$ cat src/fars_pkg.sv
`default_nettype none
package fars_pkg;
   // clock and timebase
   localparam int CLK_PERIOD_NS = 50;
   localparam int TIMEBASE_NS   = 1000000;            // one timebase tick is 1 ms
   localparam int TICK_CYCLES   = TIMEBASE_NS / CLK_PERIOD_NS;

   // register byte offsets
   localparam logic [4:0] OFS_AR_EN   = 5'h00;
   localparam logic [4:0] OFS_MAX_CNT = 5'h04;
   localparam logic [4:0] OFS_TRIAL   = 5'h08;
   localparam logic [4:0] OFS_DELAY   = 5'h0c;
   localparam logic [4:0] OFS_STATUS  = 5'h10;
   localparam logic [4:0] OFS_IRQ_STS = 5'h14;
   localparam logic [4:0] OFS_IRQ_MSK = 5'h18;
   localparam logic [4:0] OFS_MAN_RST = 5'h1c;

   // fault class bit positions (enable, latch and status layout)
   localparam int CLS_EXCESS   = 0;
   localparam int CLS_BUS_HIGH = 1;
   localparam int CLS_BUS_LOW  = 2;
   localparam int CLS_ANALOG   = 3;
   localparam int CLS_EXT      = 4;
   localparam int NCLS         = 5;

   // interrupt event bit positions
   localparam int IRQ_FAULT = 0;
   localparam int IRQ_AUTO  = 1;
   localparam int IRQ_LOCK  = 2;
   localparam int NIRQ      = 3;

   // status and manual reset register field positions
   localparam int STS_STATE_LSB = 0;
   localparam int STS_COUNT_LSB = 8;
   localparam int STS_LATCH_LSB = 16;
   localparam int STS_LOCK_BIT  = 24;
   localparam int MAN_RST_BIT   = 0;

   // reset values
   localparam logic [4:0]  RST_AR_EN   = 5'h00;
   localparam logic [7:0]  RST_MAX_CNT = 8'h03;
   localparam logic [31:0] RST_TRIAL   = 32'h0000_7530;  // 30000 ms
   localparam logic [15:0] RST_DELAY   = 16'h0bb8;       // 3000 ms
   localparam logic [2:0]  RST_IRQ_MSK = 3'h0;

   typedef enum logic [1:0] {FARS_RUN, FARS_DELAY, FARS_LOCKED, FARS_HELD} fars_state_t;
endpackage
`default_nettype wire

$ cat src/fars_top.sv
// Contract
// - count auto resets against maximum in window
// - exceeding maximum locks out, drive stays stopped
// - after lockout only manual reset restarts
// - third reset in window needs maximum three
// - trial time sets the counting window length
// - wait restart delay before clearing the fault
// - zero delay resets at once
// - excess current auto reset enable bit
// - bus high auto reset enable bit
// - bus low auto reset enable bit
// - analog low auto reset enable bit
// - analog restart only once input recovered
// - external input auto reset enable bit
//
// The AHB-Lite slave port and the address map were chosen for this implementation.
`default_nettype none
module fars_top #(
   parameter int TICK_CYCLES = fars_pkg::TICK_CYCLES
) (
   input  wire logic        hclk,
   input  wire logic        hresetn,
   input  wire logic        hsel,
   input  wire logic [31:0] haddr,
   input  wire logic [1:0]  htrans,
   input  wire logic        hwrite,
   input  wire logic [2:0]  hsize,
   input  wire logic [31:0] hwdata,
   input  wire logic        hready,
   output logic      [31:0] hrdata,
   output logic             hreadyout,
   output logic             hresp,
   input  wire logic        excess_current_fault,
   input  wire logic        bus_high_fault,
   input  wire logic        bus_low_fault,
   input  wire logic        analog_below_floor_fault,
   input  wire logic        ext_input_fault_a,
   input  wire logic        ext_input_fault_b,
   input  wire logic        reset_source_req,
   output logic             run_enable,
   output logic             fault_reset,
   output logic             lockout,
   output logic             irq
);
   import fars_pkg::*;

   localparam logic [15:0] TICK_LAST = 16'(TICK_CYCLES - 1);

   typedef struct packed {
      fars_state_t      st;
      logic [NCLS-1:0]  latch;
      logic [7:0]       count;
      logic             trial_on;
      logic [31:0]      trial_ms;
      logic [15:0]      delay_ms;
      logic [15:0]      pre;
      logic [NCLS-1:0]  ar_en;
      logic [7:0]       max_cnt;
      logic [31:0]      trial_cfg;
      logic [15:0]      delay_cfg;
      logic [NIRQ-1:0]  irq_sts;
      logic [NIRQ-1:0]  irq_msk;
      logic             ph_wr;
      logic [4:0]       ph_addr;
      logic [31:0]      rdata;
      logic             fault_clr;
   } fars_regs_t;

   fars_regs_t r_reg;
   fars_regs_t r_next;

   logic [NCLS-1:0] raw;
   logic [NCLS-1:0] lat_now;
   logic            ok_now;
   logic            tick;
   logic            man_req;
   logic            auto_fire;
   logic [7:0]      cnt_eff;
   logic [NIRQ-1:0] ev;
   logic [NIRQ-1:0] w1c;
   logic            acc;

   // true when every latched class has its auto reset enabled
   function automatic logic fars_auto_ok(input logic [NCLS-1:0] lat,
                                         input logic [NCLS-1:0] en);
      fars_auto_ok = ((lat & ~en) == '0);
   endfunction

   // fault inputs folded into one bit per class
   function automatic logic [NCLS-1:0] fars_class_vec(input logic oc, input logic bh,
                                                      input logic bl, input logic al,
                                                      input logic ea, input logic eb);
      fars_class_vec = '0;
      fars_class_vec[CLS_EXCESS]   = oc;
      fars_class_vec[CLS_BUS_HIGH] = bh;
      fars_class_vec[CLS_BUS_LOW]  = bl;
      fars_class_vec[CLS_ANALOG]   = al;
      fars_class_vec[CLS_EXT]      = ea | eb;
   endfunction

   // next-state logic: bus slave, timers, supervisor and interrupts
   always_comb
   begin
      r_next    = r_reg;
      r_next.fault_clr = 1'b0;
      ev        = '0;
      w1c       = '0;
      auto_fire = 1'b0;
      raw       = fars_class_vec(excess_current_fault, bus_high_fault, bus_low_fault,
                                 analog_below_floor_fault, ext_input_fault_a,
                                 ext_input_fault_b);
      lat_now   = r_reg.latch | raw;
      r_next.latch = lat_now;
      ok_now    = fars_auto_ok(lat_now, r_reg.ar_en);
      tick      = (r_reg.pre == TICK_LAST);
      r_next.pre = tick ? 16'h0000 : r_reg.pre + 16'h0001;

      // address phase: capture and prepare read data
      acc = hsel & htrans[1] & hready;
      r_next.ph_wr = acc & hwrite;
      r_next.ph_addr = haddr[4:0];
      if (acc && !hwrite)
      begin
         case (haddr[4:0])
            OFS_AR_EN:   r_next.rdata = {27'h0, r_reg.ar_en};
            OFS_MAX_CNT: r_next.rdata = {24'h0, r_reg.max_cnt};
            OFS_TRIAL:   r_next.rdata = r_reg.trial_cfg;
            OFS_DELAY:   r_next.rdata = {16'h0, r_reg.delay_cfg};
            OFS_STATUS:
            begin
               r_next.rdata = 32'h0;
               r_next.rdata[STS_STATE_LSB +: 2] = r_reg.st;
               r_next.rdata[STS_COUNT_LSB +: 8] = r_reg.count;
               r_next.rdata[STS_LATCH_LSB +: NCLS] = r_reg.latch;
               r_next.rdata[STS_LOCK_BIT] = (r_reg.st == FARS_LOCKED);
            end
            OFS_IRQ_STS: r_next.rdata = {29'h0, r_reg.irq_sts};
            OFS_IRQ_MSK: r_next.rdata = {29'h0, r_reg.irq_msk};
            default:     r_next.rdata = 32'h0;
         endcase
      end

      // data phase: register writes
      man_req = reset_source_req;
      if (r_reg.ph_wr)
      begin
         case (r_reg.ph_addr)
            OFS_AR_EN:   r_next.ar_en = hwdata[NCLS-1:0];
            OFS_MAX_CNT: r_next.max_cnt = hwdata[7:0];
            OFS_TRIAL:   r_next.trial_cfg = hwdata;
            OFS_DELAY:   r_next.delay_cfg = hwdata[15:0];
            OFS_IRQ_STS: w1c = hwdata[NIRQ-1:0];
            OFS_IRQ_MSK: r_next.irq_msk = hwdata[NIRQ-1:0];
            OFS_MAN_RST: man_req = reset_source_req | hwdata[MAN_RST_BIT];
            default:     w1c = '0;
         endcase
      end

      // trial window: count expires when the window runs out
      if (r_reg.trial_on && tick)
      begin
         if (r_reg.trial_ms + 32'h0000_0001 >= r_reg.trial_cfg)
         begin
            r_next.trial_on = 1'b0;
            r_next.count = 8'h00;
         end
         else
         begin
            r_next.trial_ms = r_reg.trial_ms + 32'h0000_0001;
         end
      end
      cnt_eff = r_next.count;

      // supervisor sequence
      case (r_reg.st)
         FARS_RUN:
         begin
            if (lat_now != '0)
            begin
               ev[IRQ_FAULT] = 1'b1;
               r_next.delay_ms = 16'h0000;
               if (!ok_now)
               begin
                  r_next.st = FARS_HELD;
               end
               else if (cnt_eff >= r_reg.max_cnt)
               begin
                  r_next.st = FARS_LOCKED;
                  ev[IRQ_LOCK] = 1'b1;
               end
               else if (r_reg.delay_cfg == 16'h0000 && raw == '0)
               begin
                  auto_fire = 1'b1;
               end
               else
               begin
                  r_next.st = FARS_DELAY;
               end
            end
         end
         FARS_DELAY:
         begin
            if (tick && r_reg.delay_ms < r_reg.delay_cfg)
            begin
               r_next.delay_ms = r_reg.delay_ms + 16'h0001;
            end
            if (!ok_now)
            begin
               r_next.st = FARS_HELD;
            end
            else if (r_reg.delay_ms >= r_reg.delay_cfg && raw == '0)
            begin
               auto_fire = 1'b1;
            end
         end
         FARS_LOCKED, FARS_HELD:
         begin
            if (man_req && raw == '0)
            begin
               r_next.latch = '0;
               r_next.count = 8'h00;
               r_next.trial_on = 1'b0;
               r_next.fault_clr = 1'b1;
               r_next.st = FARS_RUN;
            end
         end
         default: r_next.st = FARS_RUN;
      endcase

      // automatic reset: clear faults, count it, open a window if none
      if (auto_fire)
      begin
         r_next.latch = '0;
         r_next.fault_clr = 1'b1;
         r_next.count = cnt_eff + 8'h01;
         r_next.st = FARS_RUN;
         ev[IRQ_AUTO] = 1'b1;
         if (!r_next.trial_on)
         begin
            r_next.trial_on = 1'b1;
            r_next.trial_ms = 32'h0000_0000;
         end
      end

      // sticky events, set wins over write-one-to-clear
      r_next.irq_sts = (r_reg.irq_sts & ~w1c) | ev;
   end

   // state register
   always_ff @(posedge hclk or negedge hresetn)
   begin
      if (!hresetn)
      begin
         r_reg <= '{st: FARS_RUN, latch: '0, count: 8'h00, trial_on: 1'b0,
                    trial_ms: 32'h0, delay_ms: 16'h0, pre: 16'h0, ar_en: RST_AR_EN,
                    max_cnt: RST_MAX_CNT, trial_cfg: RST_TRIAL, delay_cfg: RST_DELAY,
                    irq_sts: '0, irq_msk: RST_IRQ_MSK, ph_wr: 1'b0, ph_addr: 5'h00,
                    rdata: 32'h0, fault_clr: 1'b0};
      end
      else
      begin
         r_reg <= r_next;
      end
   end

   // outputs
   assign hrdata      = r_reg.rdata;
   assign hreadyout   = 1'b1;                    // zero wait states
   assign hresp       = 1'b0;                    // always OKAY
   assign run_enable  = (r_reg.st == FARS_RUN);
   assign lockout     = (r_reg.st == FARS_LOCKED);
   assign fault_reset = r_reg.fault_clr;
   assign irq         = |(r_reg.irq_sts & r_reg.irq_msk);
endmodule // fars_top
`default_nettype wire

$ cat config.mk
export PLATFORM = sky130hd
export DESIGN_NAME = fars_top
export DESIGN_NICKNAME = d
export VERILOG_FILES = /design/src/fars_pkg.sv /design/src/fars_top.sv
export SDC_FILE = /design/constraint.sdc
export NUM_CORES = 1
export LEC_CHECK = 0
export BUFFER_PORTS_ARGS = -buffer_cell sky130_fd_sc_hd__buf_2
export CORE_ASPECT_RATIO = 0.7
export CORE_MARGIN = 2
export CORE_UTILIZATION = 30
export DETAILED_ROUTE_END_ITERATION = 6
export PLACE_DENSITY = 0.56
export SKIP_CTS_REPAIR_TIMING = 1
export SYNTH_ARGS = -nofsm -noshare
export SYNTH_HDL_FRONTEND = slang
export SYNTH_SLANG_ARGS = --single-unit
$ cat constraint.sdc
create_clock -name hclk -period 14.7 [get_ports hclk]
set_input_delay 0.735 -clock hclk [delete_from_list [all_inputs] [get_ports hclk]]
set_output_delay 0.735 -clock hclk [all_outputs]
set_load 0.05 [all_outputs]
==> results of run 1 <==
-- Yosys cell counts, types with 12 or more instances --
library cell               count  share of area
sky130_fd_sc_hd__xnor2_1      57          0.047
sky130_fd_sc_hd__a21oi_1      30          0.014
sky130_fd_sc_hd__clkbuf_1     31          0.011
sky130_fd_sc_hd__xor2_1       16          0.013
sky130_fd_sc_hd__ha_1         60          0.071
sky130_fd_sc_hd__nor2_1       76          0.027
sky130_fd_sc_hd__inv_1        65          0.023
sky130_fd_sc_hd__and2_1       13         0.0077
sky130_fd_sc_hd__dfstp_2      16          0.040
sky130_fd_sc_hd__o21ai_0      54          0.026
sky130_fd_sc_hd__nor3_1       16         0.0076
sky130_fd_sc_hd__and3_1       14         0.0083
sky130_fd_sc_hd__dfrtp_1     170           0.40
sky130_fd_sc_hd__nor4b_1      12         0.0099
sky130_fd_sc_hd__nand2_1      96          0.034
sky130_fd_sc_hd__a222oi_1     14          0.013
sky130_fd_sc_hd__nand4_1      22          0.013
sky130_fd_sc_hd__buf_4        34          0.024
sky130_fd_sc_hd__nor4_1       28          0.017
sky130_fd_sc_hd__nand3_1      39          0.018
sky130_fd_sc_hd__mux2_2       49          0.052
-- per-layer routing --
layer / part of all wire / global-route usage / vias to the layer above
met4: 0.018 / 0.0460 / 4
met2: 0.39 / 0.207 / 224
met1: 0.52 / 0.242 / 4071
met3: 0.068 / 0.0403 / 33
met5: 0.0010 / 0 / -
li1: - / - / 3879
-- stage by stage --
| step | area (sq um) | utilization | hold slack, ps | power (uW) |
|---|---|---|---|---|
| 6_report | 11900 | 0.342 | 396 | 1150 |
| 5_1_grt | 11900 | 0.342 | 378 | 1200 |
| 4_1_cts | 11900 | 0.342 | 376 | 1160 |
| 3_5_place_dp | 11300 | 0.324 | 465 | 659 |
| 3_3_place_gp | 11300 | 0.324 | 458 | 656 |
| 2_1_floorplan | 10600 | - | 439 | 617 |
-- path summary, 6_finish.rpt --
path | start | endpoint | slack, ps
setup / recovery | r_reg[138]$_DFF_PN0_ | r_reg[146]$_DFF_PN0_ | 8000
hold / removal | haddr[0] | r_reg[33]$_DFF_PN0_ | 400
setup reg to reg | r_reg[138]$_DFF_PN0_ | r_reg[146]$_DFF_PN0_ | 8000
hold reg to reg | hrdata[4]$_DFFE_PN0P_ | hrdata[4]$_DFFE_PN0P_ | 480
max in group asynchronous | hresetn | r_reg[147]$_DFF_PN0_ | 12700
min in group asynchronous | hresetn | hrdata[3]$_DFFE_PN0P_ | 420
-- final cells by class --
| type | count | area, sq um |
|---|---|---|
| Antenna cell | 2 | 5.00 |
| Clock buffer | 19 | 443 |
| Clock inverter | 13 | 185 |
| Fill cell | 3547 | 22800 |
| Inverter | 65 | 244 |
| Multi-Input combinational cell | 743 | 5240 |
| Sequential cell | 186 | 4670 |
| Tap cell | 472 | 591 |
| Timing Repair Buffer | 94 | 502 |
-- kinds of logic after synthesis --
| group | after synthesis | synth area share |
|---|---|---|
| AOI/OAI and AO/OA | 175 | 0.113 |
| adders and majority gates | 60 | 0.0709 |
| DFF | 186 | 0.441 |
| and+or+nand+nor | 372 | 0.184 |
| other | 2 | 0.000709 |
| muxes | 61 | 0.0646 |
| buffers and inverters | 144 | 0.0652 |
| xor gates and xnor gates | 73 | 0.0604 |
-- power groups by stage --
stage                     sequential (uW)  clock, uW  combinational [uW]
after global routing                  558        531                 107
after floorplan                       555          0                61.9
after global placement                564          0                92.4
after detailed placement              565          0                94.7
final                                 555        499                93.9
after CTS                             555        510                95.4
==> impl.org, run 1 <==
** Worst hold path
- Counting instances, the worst hold path has a depth of 1.
- In this run the worst hold path is classified as primary input to flip-flop.

** Run
- Maximum capacitance violations :: 0

** Floorplanning
- Core Rows :: 57
- In this run the vertical extent of the chip is 161 microns.
- CORE AREA :: 34700 sq um
- In this run the horizontal extent of the chip is 229 microns.
- 119 I/O pins were placed.
- Starting density of the core :: 0.305
- The die covers 36900 sq um.

** Synth
- Post-synth top flop :: sky130_fd_sc_hd__dfrtp_1
- After synthesis, the netlist uses 70 different library cells.
- Yosys printed 0 warnings.
- When the netlist entered floorplanning its net count stood at 1214.
- Async set-reset flop share out of synthesis :: 1.00
- In this run, synthesis produced a sequential element count of 186.
- Average size of a mapped cell :: 9.87 sq um
- Count of mapped cells out of synthesis :: 1073
- EDFF count, synth :: 0
- In this run the cell area of the synthesized design comes to between 10000 and 15000 sq um.
- The share of the Yosys chip area taken by registers is 0.441.

** Global route
- The via count of the first global-routing pass is 7963.
- Pin count of the biggest net entering global routing :: 120
- After global routing the overflow that remains totals 0.
- GRT Util Overall :: 0.156
- Antenna violations before repair :: 4
- The first global-routing pass estimated between 40000 and 50000 microns of wire.

** Finish
- Max FFs per register :: 153
- The finished layout holds 1594 standard cells, fillers aside.
- Area growth syn-to-layout :: 12.2%
- Share of final-layout standard cells stronger than drive strength 1 :: 0.188
- Most common cell after layout, fill and taps aside :: sky130_fd_sc_hd__dfrtp_1
- Leaving out fill and tap cells, the most frequent cells in the layout are sky130_fd_sc_hd__dfrtp_1, sky130_fd_sc_hd__nand2_1, sky130_fd_sc_hd__buf_2.
- NumNets Final :: 1248

** Routing
- In the routed design, unresolved DRC markers number 0.
- After detailed routing, the average wire length per cell comes to between 15 and 20 microns.
- DR vias :: 8211
- Total iterations of the first detailed-routing run :: 6
- Overall routed net length :: 27800 microns
- Using the TritonRoute via totals, the vias-per-cell ratio works out to 5.15.
- The count of nets left with antenna violations once routing finished came out at 0.
- DR iter-0 viols :: roughly 820

** STA
- Adding up every negative setup slack in the final design gives 0 ps.
- For the finished layout, the period the worst path requires is 6700 ps.
- Setup violations remaining at the end of the flow were counted as 0.
- Final Hold Violating Endpoints :: 0
- Max-slew violation count :: 0
- Fmax :: 149 MHz
- Crit path setup slack, layout :: 8000 ps
- Measured against its own limit, the worst slew margin works out to 0.138.
- For the final database, setup skew stands at 17.0 ps.
- Setup repair after global routing missed its margin :: false
- Of the available clock period, the critical path in the final layout requires 0.456.
- For the pin with the worst max-slew slack, the measured transition is 1290 ps.

** Power
- Leakage Power :: approximately 0.0053 uW
- Internal power comes to roughly 850 uW.
- Of the total power, the share spent switching nets is 0.262.
- Of the total power, the clock network draws 0.435.
- The analysis attributes to net switching a power of 301 uW.
- Power share of the combinational group :: 0.082
- In this run the power density over the cells is between 90 and 100 nW/um^2.
- Peak supply drop :: just under 0.00007 V
- Of the total power, registers draw 0.484.

** Clocking
- Clock-pin slew was measured on the worst setup and hold paths at 70 ps.
- Cts bufs inserted :: 17
- Clock network latency to the later pin of the worst-skew pair :: ~460 ps
- Clock tree from TritonCTS :: yes
- The tree is rooted in a sky130_fd_sc_hd__clkbuf_16.
- Counting along the longest clock path gives a buffer depth of 2.
- Clk sinks :: 186
- In this run the number of H-tree levels came out at 4.

** Worst setup path
- Data arrival time of the worst path :: 7020 ps
- Sort of element at the start of the critical path :: flip-flop
- Delay contributed by the slowest stage of the critical path :: ~650 ps
- Counting cells, the worst reg-to-reg path comes to 24.
- Cell family with the largest share of critical-path delay :: compound AO/OA/AOI/OAI gates
- Critical path depth :: 24
- Slowest cell on the critical path :: sky130_fd_sc_hd__a211oi_1
- In this run the worst path has a maximum fanout of 32.
- CP bufs+invs :: 3
- The worst setup path is captured at a flip-flop.
- Category of the most critical setup path :: flip-flop to flip-flop
- Walking the worst path, the cells encountered are ha_1, nand3_2, nor4_4, nand3_1, nor3_1, xor2_1, ha_1, nand2_1, o21ai_0, a221o_1, a211o_1, buf_4, o211ai_1, buf_4, and2_1, ha_1, a211oi_1, a21oi_1, a211oi_1, nand4_1, o21a_1, a31oi_2, buf_4, nor2_1.
- Required time reported for the critical path endpoint :: 15020 ps

** Placed design
- Timing analysis after detailed placement gives a worst setup slack of between 8000 and 9000 ps.
- Placed Cells :: 1560
- Number of I/O port buffers :: 85
- Final estimated routing congestion in global placement :: 0.824
- Detailed placement ended at an HPWL of 20200 microns.

** Status
- Run status :: complete, no violations
Power figures use the tool's default switching activity.
==> run 2: changes to the inputs <==
--- a/config.mk
+++ b/config.mk
@@ -5,12 +5,13 @@
 export SDC_FILE = /design/constraint.sdc
 export NUM_CORES = 1
 export LEC_CHECK = 0
+export ABC_AREA = 1
 export BUFFER_PORTS_ARGS = -buffer_cell sky130_fd_sc_hd__buf_2
 export CORE_ASPECT_RATIO = 0.7
 export CORE_MARGIN = 2
 export CORE_UTILIZATION = 30
 export DETAILED_ROUTE_END_ITERATION = 6
-export PLACE_DENSITY = 0.56
+export PLACE_DENSITY = 0.58
 export SKIP_CTS_REPAIR_TIMING = 1
 export SYNTH_ARGS = -nofsm -noshare
 export SYNTH_HDL_FRONTEND = slang
==> constraint.sdc (replaced) <==
create_clock -name hclk -period 5.8 [get_ports hclk]
set_input_delay 0.29 -clock hclk [delete_from_list [all_inputs] [get_ports hclk]]
set_output_delay 0.29 -clock hclk [all_outputs]
set_load 0.05 [all_outputs]
==> run 2 against run 1 <==
Clock power grew 140%. Area after synthesis grew 3.1%. Clock skew grew 5.6 ps. Critical endpoint is now r_reg[153]$_DFF_PN0_. Largest cell class unchanged.
==> impl.org, run 2 <==
** Status
- Run status :: complete, no violations

** Clocking
- Counting along the longest clock path gives a buffer depth of 2.
- The later pin in the worst-skew pair is clocked with a latency of ~450 ps.
- The H-tree was split into 4 levels.
- TritonCTS built the clock tree.
- Cts bufs inserted :: 17
- Clock-pin slew was measured on the worst setup and hold paths at 80 ps.
- Clk sinks :: 186
- Clock Tree Root :: sky130_fd_sc_hd__clkbuf_16

** Worst setup path
- Worst-path fanout max :: 19
- The largest single stage delay on the critical path is 450 ps.
- Data arrival time of the worst path :: roughly 5500 ps
- STA classifies the critical path startpoint as a flip-flop.
- Kind of capture point of the worst setup path :: flip-flop
- The largest individual stage delay along the critical path comes from the cell sky130_fd_sc_hd__dfrtp_1.
- Required time reported for the critical path endpoint :: slightly above 6000 ps
- Category of the most critical setup path :: flip-flop to flip-flop

** Routing
- After detailed routing, the average wire length per cell comes to 15.6 microns.
- Overall routed net length :: 29700 microns
- For this block, the via count after detailed routing is 9152.
- Total iterations of the first detailed-routing run :: 5
- Remaining antenna violation count after routing :: 0
- For this run, design rule violations remaining after detail routing come to 0.
- In the routed layout, each cell is associated on average with a via count of 4.79.
- DR iter-0 viols :: 668

** Synth
- Counting flops and latches in the post-synthesis netlist gives 186.
- Sequential area share after synthesis :: 0.428
- The number of nets handed over by synthesis was 1508.
- In this run, synthesis inferred 0 flip-flops with an integrated enable.
- Async set-reset flop share out of synthesis :: 1.00
- Among all flip-flop cells after synthesis, the most frequent one is sky130_fd_sc_hd__dfrtp_1.
- Average size of a mapped cell :: 7.99 sq um
- Yosys warning count :: 0
- Proportion of netlist area held by the largest area contributor :: 0.389
- Cell types occupying the most area after synthesis :: sky130_fd_sc_hd__dfrtp_1, sky130_fd_sc_hd__nand2_1, sky130_fd_sc_hd__inv_1, sky130_fd_sc_hd__ha_1, sky130_fd_sc_hd__o21ai_0
- sky130_fd_sc_hd__dfrtp_1 takes more of the synthesized area than any other cell.
- Total standard cell area after synthesis :: 10900 sq um
- After synthesis, the netlist uses 56 different library cells.
- In the post-synthesis netlist, the cell with the most instances is sky130_fd_sc_hd__nand2_1.
- The commonest cells after synthesis are sky130_fd_sc_hd__nand2_1, sky130_fd_sc_hd__inv_1, sky130_fd_sc_hd__dfrtp_1.
- In the synthesized netlist, the number of instances is 1367.

** Floorplanning
- Core Rows :: 58
- For this configuration, the core starts out at a cell density of 0.304.
- The die covers 38000 sq um.
- 119 I/O pins were placed.
- The region available for standard cell placement spans between 30000 and 40000 sq um.
- Die width :: 232 microns
- Chip height :: 164 microns

** STA
- Share of the clock period used by the worst path :: 0.890
- The worst pin sits at a relative slew slack of 0.195.
- Final Hold Violating Endpoints :: 0
- Setup repair after global routing missed its margin :: false
- Largest clock skew in the final design :: 22.6 ps
- Subtracting the final worst setup slack from the clock period gives 5160 ps.
- Setup violation total in the final timing report :: 0
- At the pin with the least slew margin, the transition time is around 1200 ps.
- Fmax :: between 150 and 200 MHz
- Crit path setup slack, layout :: 635 ps
- The final-report max-slew violation count was 0.
- Summed negative setup slack over all endpoints :: 0 ps
- Hold_ws :: 9.92 ps

** Finish
- Layout Cell Area excl Fill :: 12200 sq um
- Once layout is complete, the utilization of the core stands at 0.340.
- For this run, the post-layout net count is 1555.
- Leaving out fill and tap cells, the most frequent cell in the layout is sky130_fd_sc_hd__nand2_1.
- Of the cells placed in the final design, the portion with a size suffix greater than 1 is 0.124.
- The register with the most flip-flops in the layout has 153 of them.
- The area growth from synthesis to layout is 11.9%.
- Most frequent cells in the layout :: sky130_fd_sc_hd__nand2_1, sky130_fd_sc_hd__inv_1, sky130_fd_sc_hd__dfrtp_1

** Power
- In this run the power density over the cells is 250 nW/um^2.
- The worst-case IR drop observed on VDD is 0.000164 V.
- Leakage Power :: roughly 0.0065 uW

** Global route
- For this run, the total global-route usage over all layers was measured as 0.161.
- The number of antenna violations at the first check in global routing came to 2.
- First-pass GRT wire length :: 47500 microns
- Entering global routing, the biggest net connects 72 pins.
- For this run the aggregate overflow at the end of global routing stands at 0.
- The via count of the first global-routing pass came to 8628.

** Placed design
- Area after detailed placement :: 11600 sq um
- At the end of routability-driven placement, the weighted congestion stood at 0.894.
- Worst slack after detailed placement :: 698 ps
- Summed over all nets, the half-perimeter wirelength after detailed placement is between 20000 and 25000 microns.
- During placement, the flow inserted port buffers numbering 85.

** Worst hold path
- The min-delay analysis places its worst path in the category primary input to flip-flop.

** Run
- Maximum capacitance violations :: 0
run 2: changes by cell type in the layout (fill, tap and decap cells not counted), sizes merged, moves of 18 or more:
cell   previous run  this run
o21ai            54       119
xor2             16        43
xnor2            57         1
o22ai             2        20
a21oi            30        72
inv              69       226
nor2             76       125
mux2             49         0
nand2            96       277
run 2: layer usage:
metal / vias up / share of wire / global-route usage
met1: 4394 / 0.52 / 0.242
met4: 0 / 0.0096 / 0.0332
met5: - / 0 / 0
met3: 21 / 0.057 / 0.0340
met2: 218 / 0.42 / 0.236
li1: 4519 / - / -
run 2: path summary, 6_finish.rpt:
kind | slack, ps | from | cells after the start | to
max reg2reg | 640 | r_reg[138]$_DFF_PN0_ | 29 | r_reg[153]$_DFF_PN0_
max in group asynchronous | 4100 | hresetn | 3 | r_reg[110]$_DFF_PN0_
max | 640 | r_reg[138]$_DFF_PN0_ | 29 | r_reg[153]$_DFF_PN0_
min in group asynchronous | 430 | hresetn | 2 | r_reg[103]$_DFFE_PN0P_
min | 10 | haddr[2] | 1 | r_reg[35]$_DFF_PN0_
min reg2reg | 470 | r_reg[106]$_DFF_PN0_ | 1 | r_reg[106]$_DFF_PN0_
run 2: layout make-up:
cell class                 count  area, sq um
fill                        3771        23700
multi-input combinational    895         5010
sequential                   186         4670
inverter                     220          828
tap                          480          601
timing repair buffer          94          512
clock buffer                  19          443
clock inverter                13          156
antenna                        2         5.00
run 2: where the power goes:
group	leakage, uW	switching, uW	internal (uW)
registers	0.00219	52.9	1380
logic	0.00399	300	123
clock network	0.000290	575	626
run 2: critical path, delay by kind of cell (launching register included):
kind,cells,cell delay [ps]
fa+ha+maj,3,790
flops,1,450
xor+xnor,1,220
compound gates,4,480
simple gates,15,2400
buf+inv,6,640
run 2: logic make-up after synthesis:
kind of cell             share of synthesized area
AO/OA/AOI/OAI                                0.129
AND/OR/NAND/NOR                              0.224
adder cells (fa/ha/maj)                     0.0687
flip-flops                                   0.428
XOR/XNOR                                    0.0360
buffers and inverters                        0.114
other                                     0.000688
run 2: through the flow:
stage                     total power (uW)  cells
after global placement                1860   1871
after global routing                  3200   1907
after floorplan                       1740   1367
final                                 3050   1909
after CTS                             3080   1903
after detailed placement              1880   1871
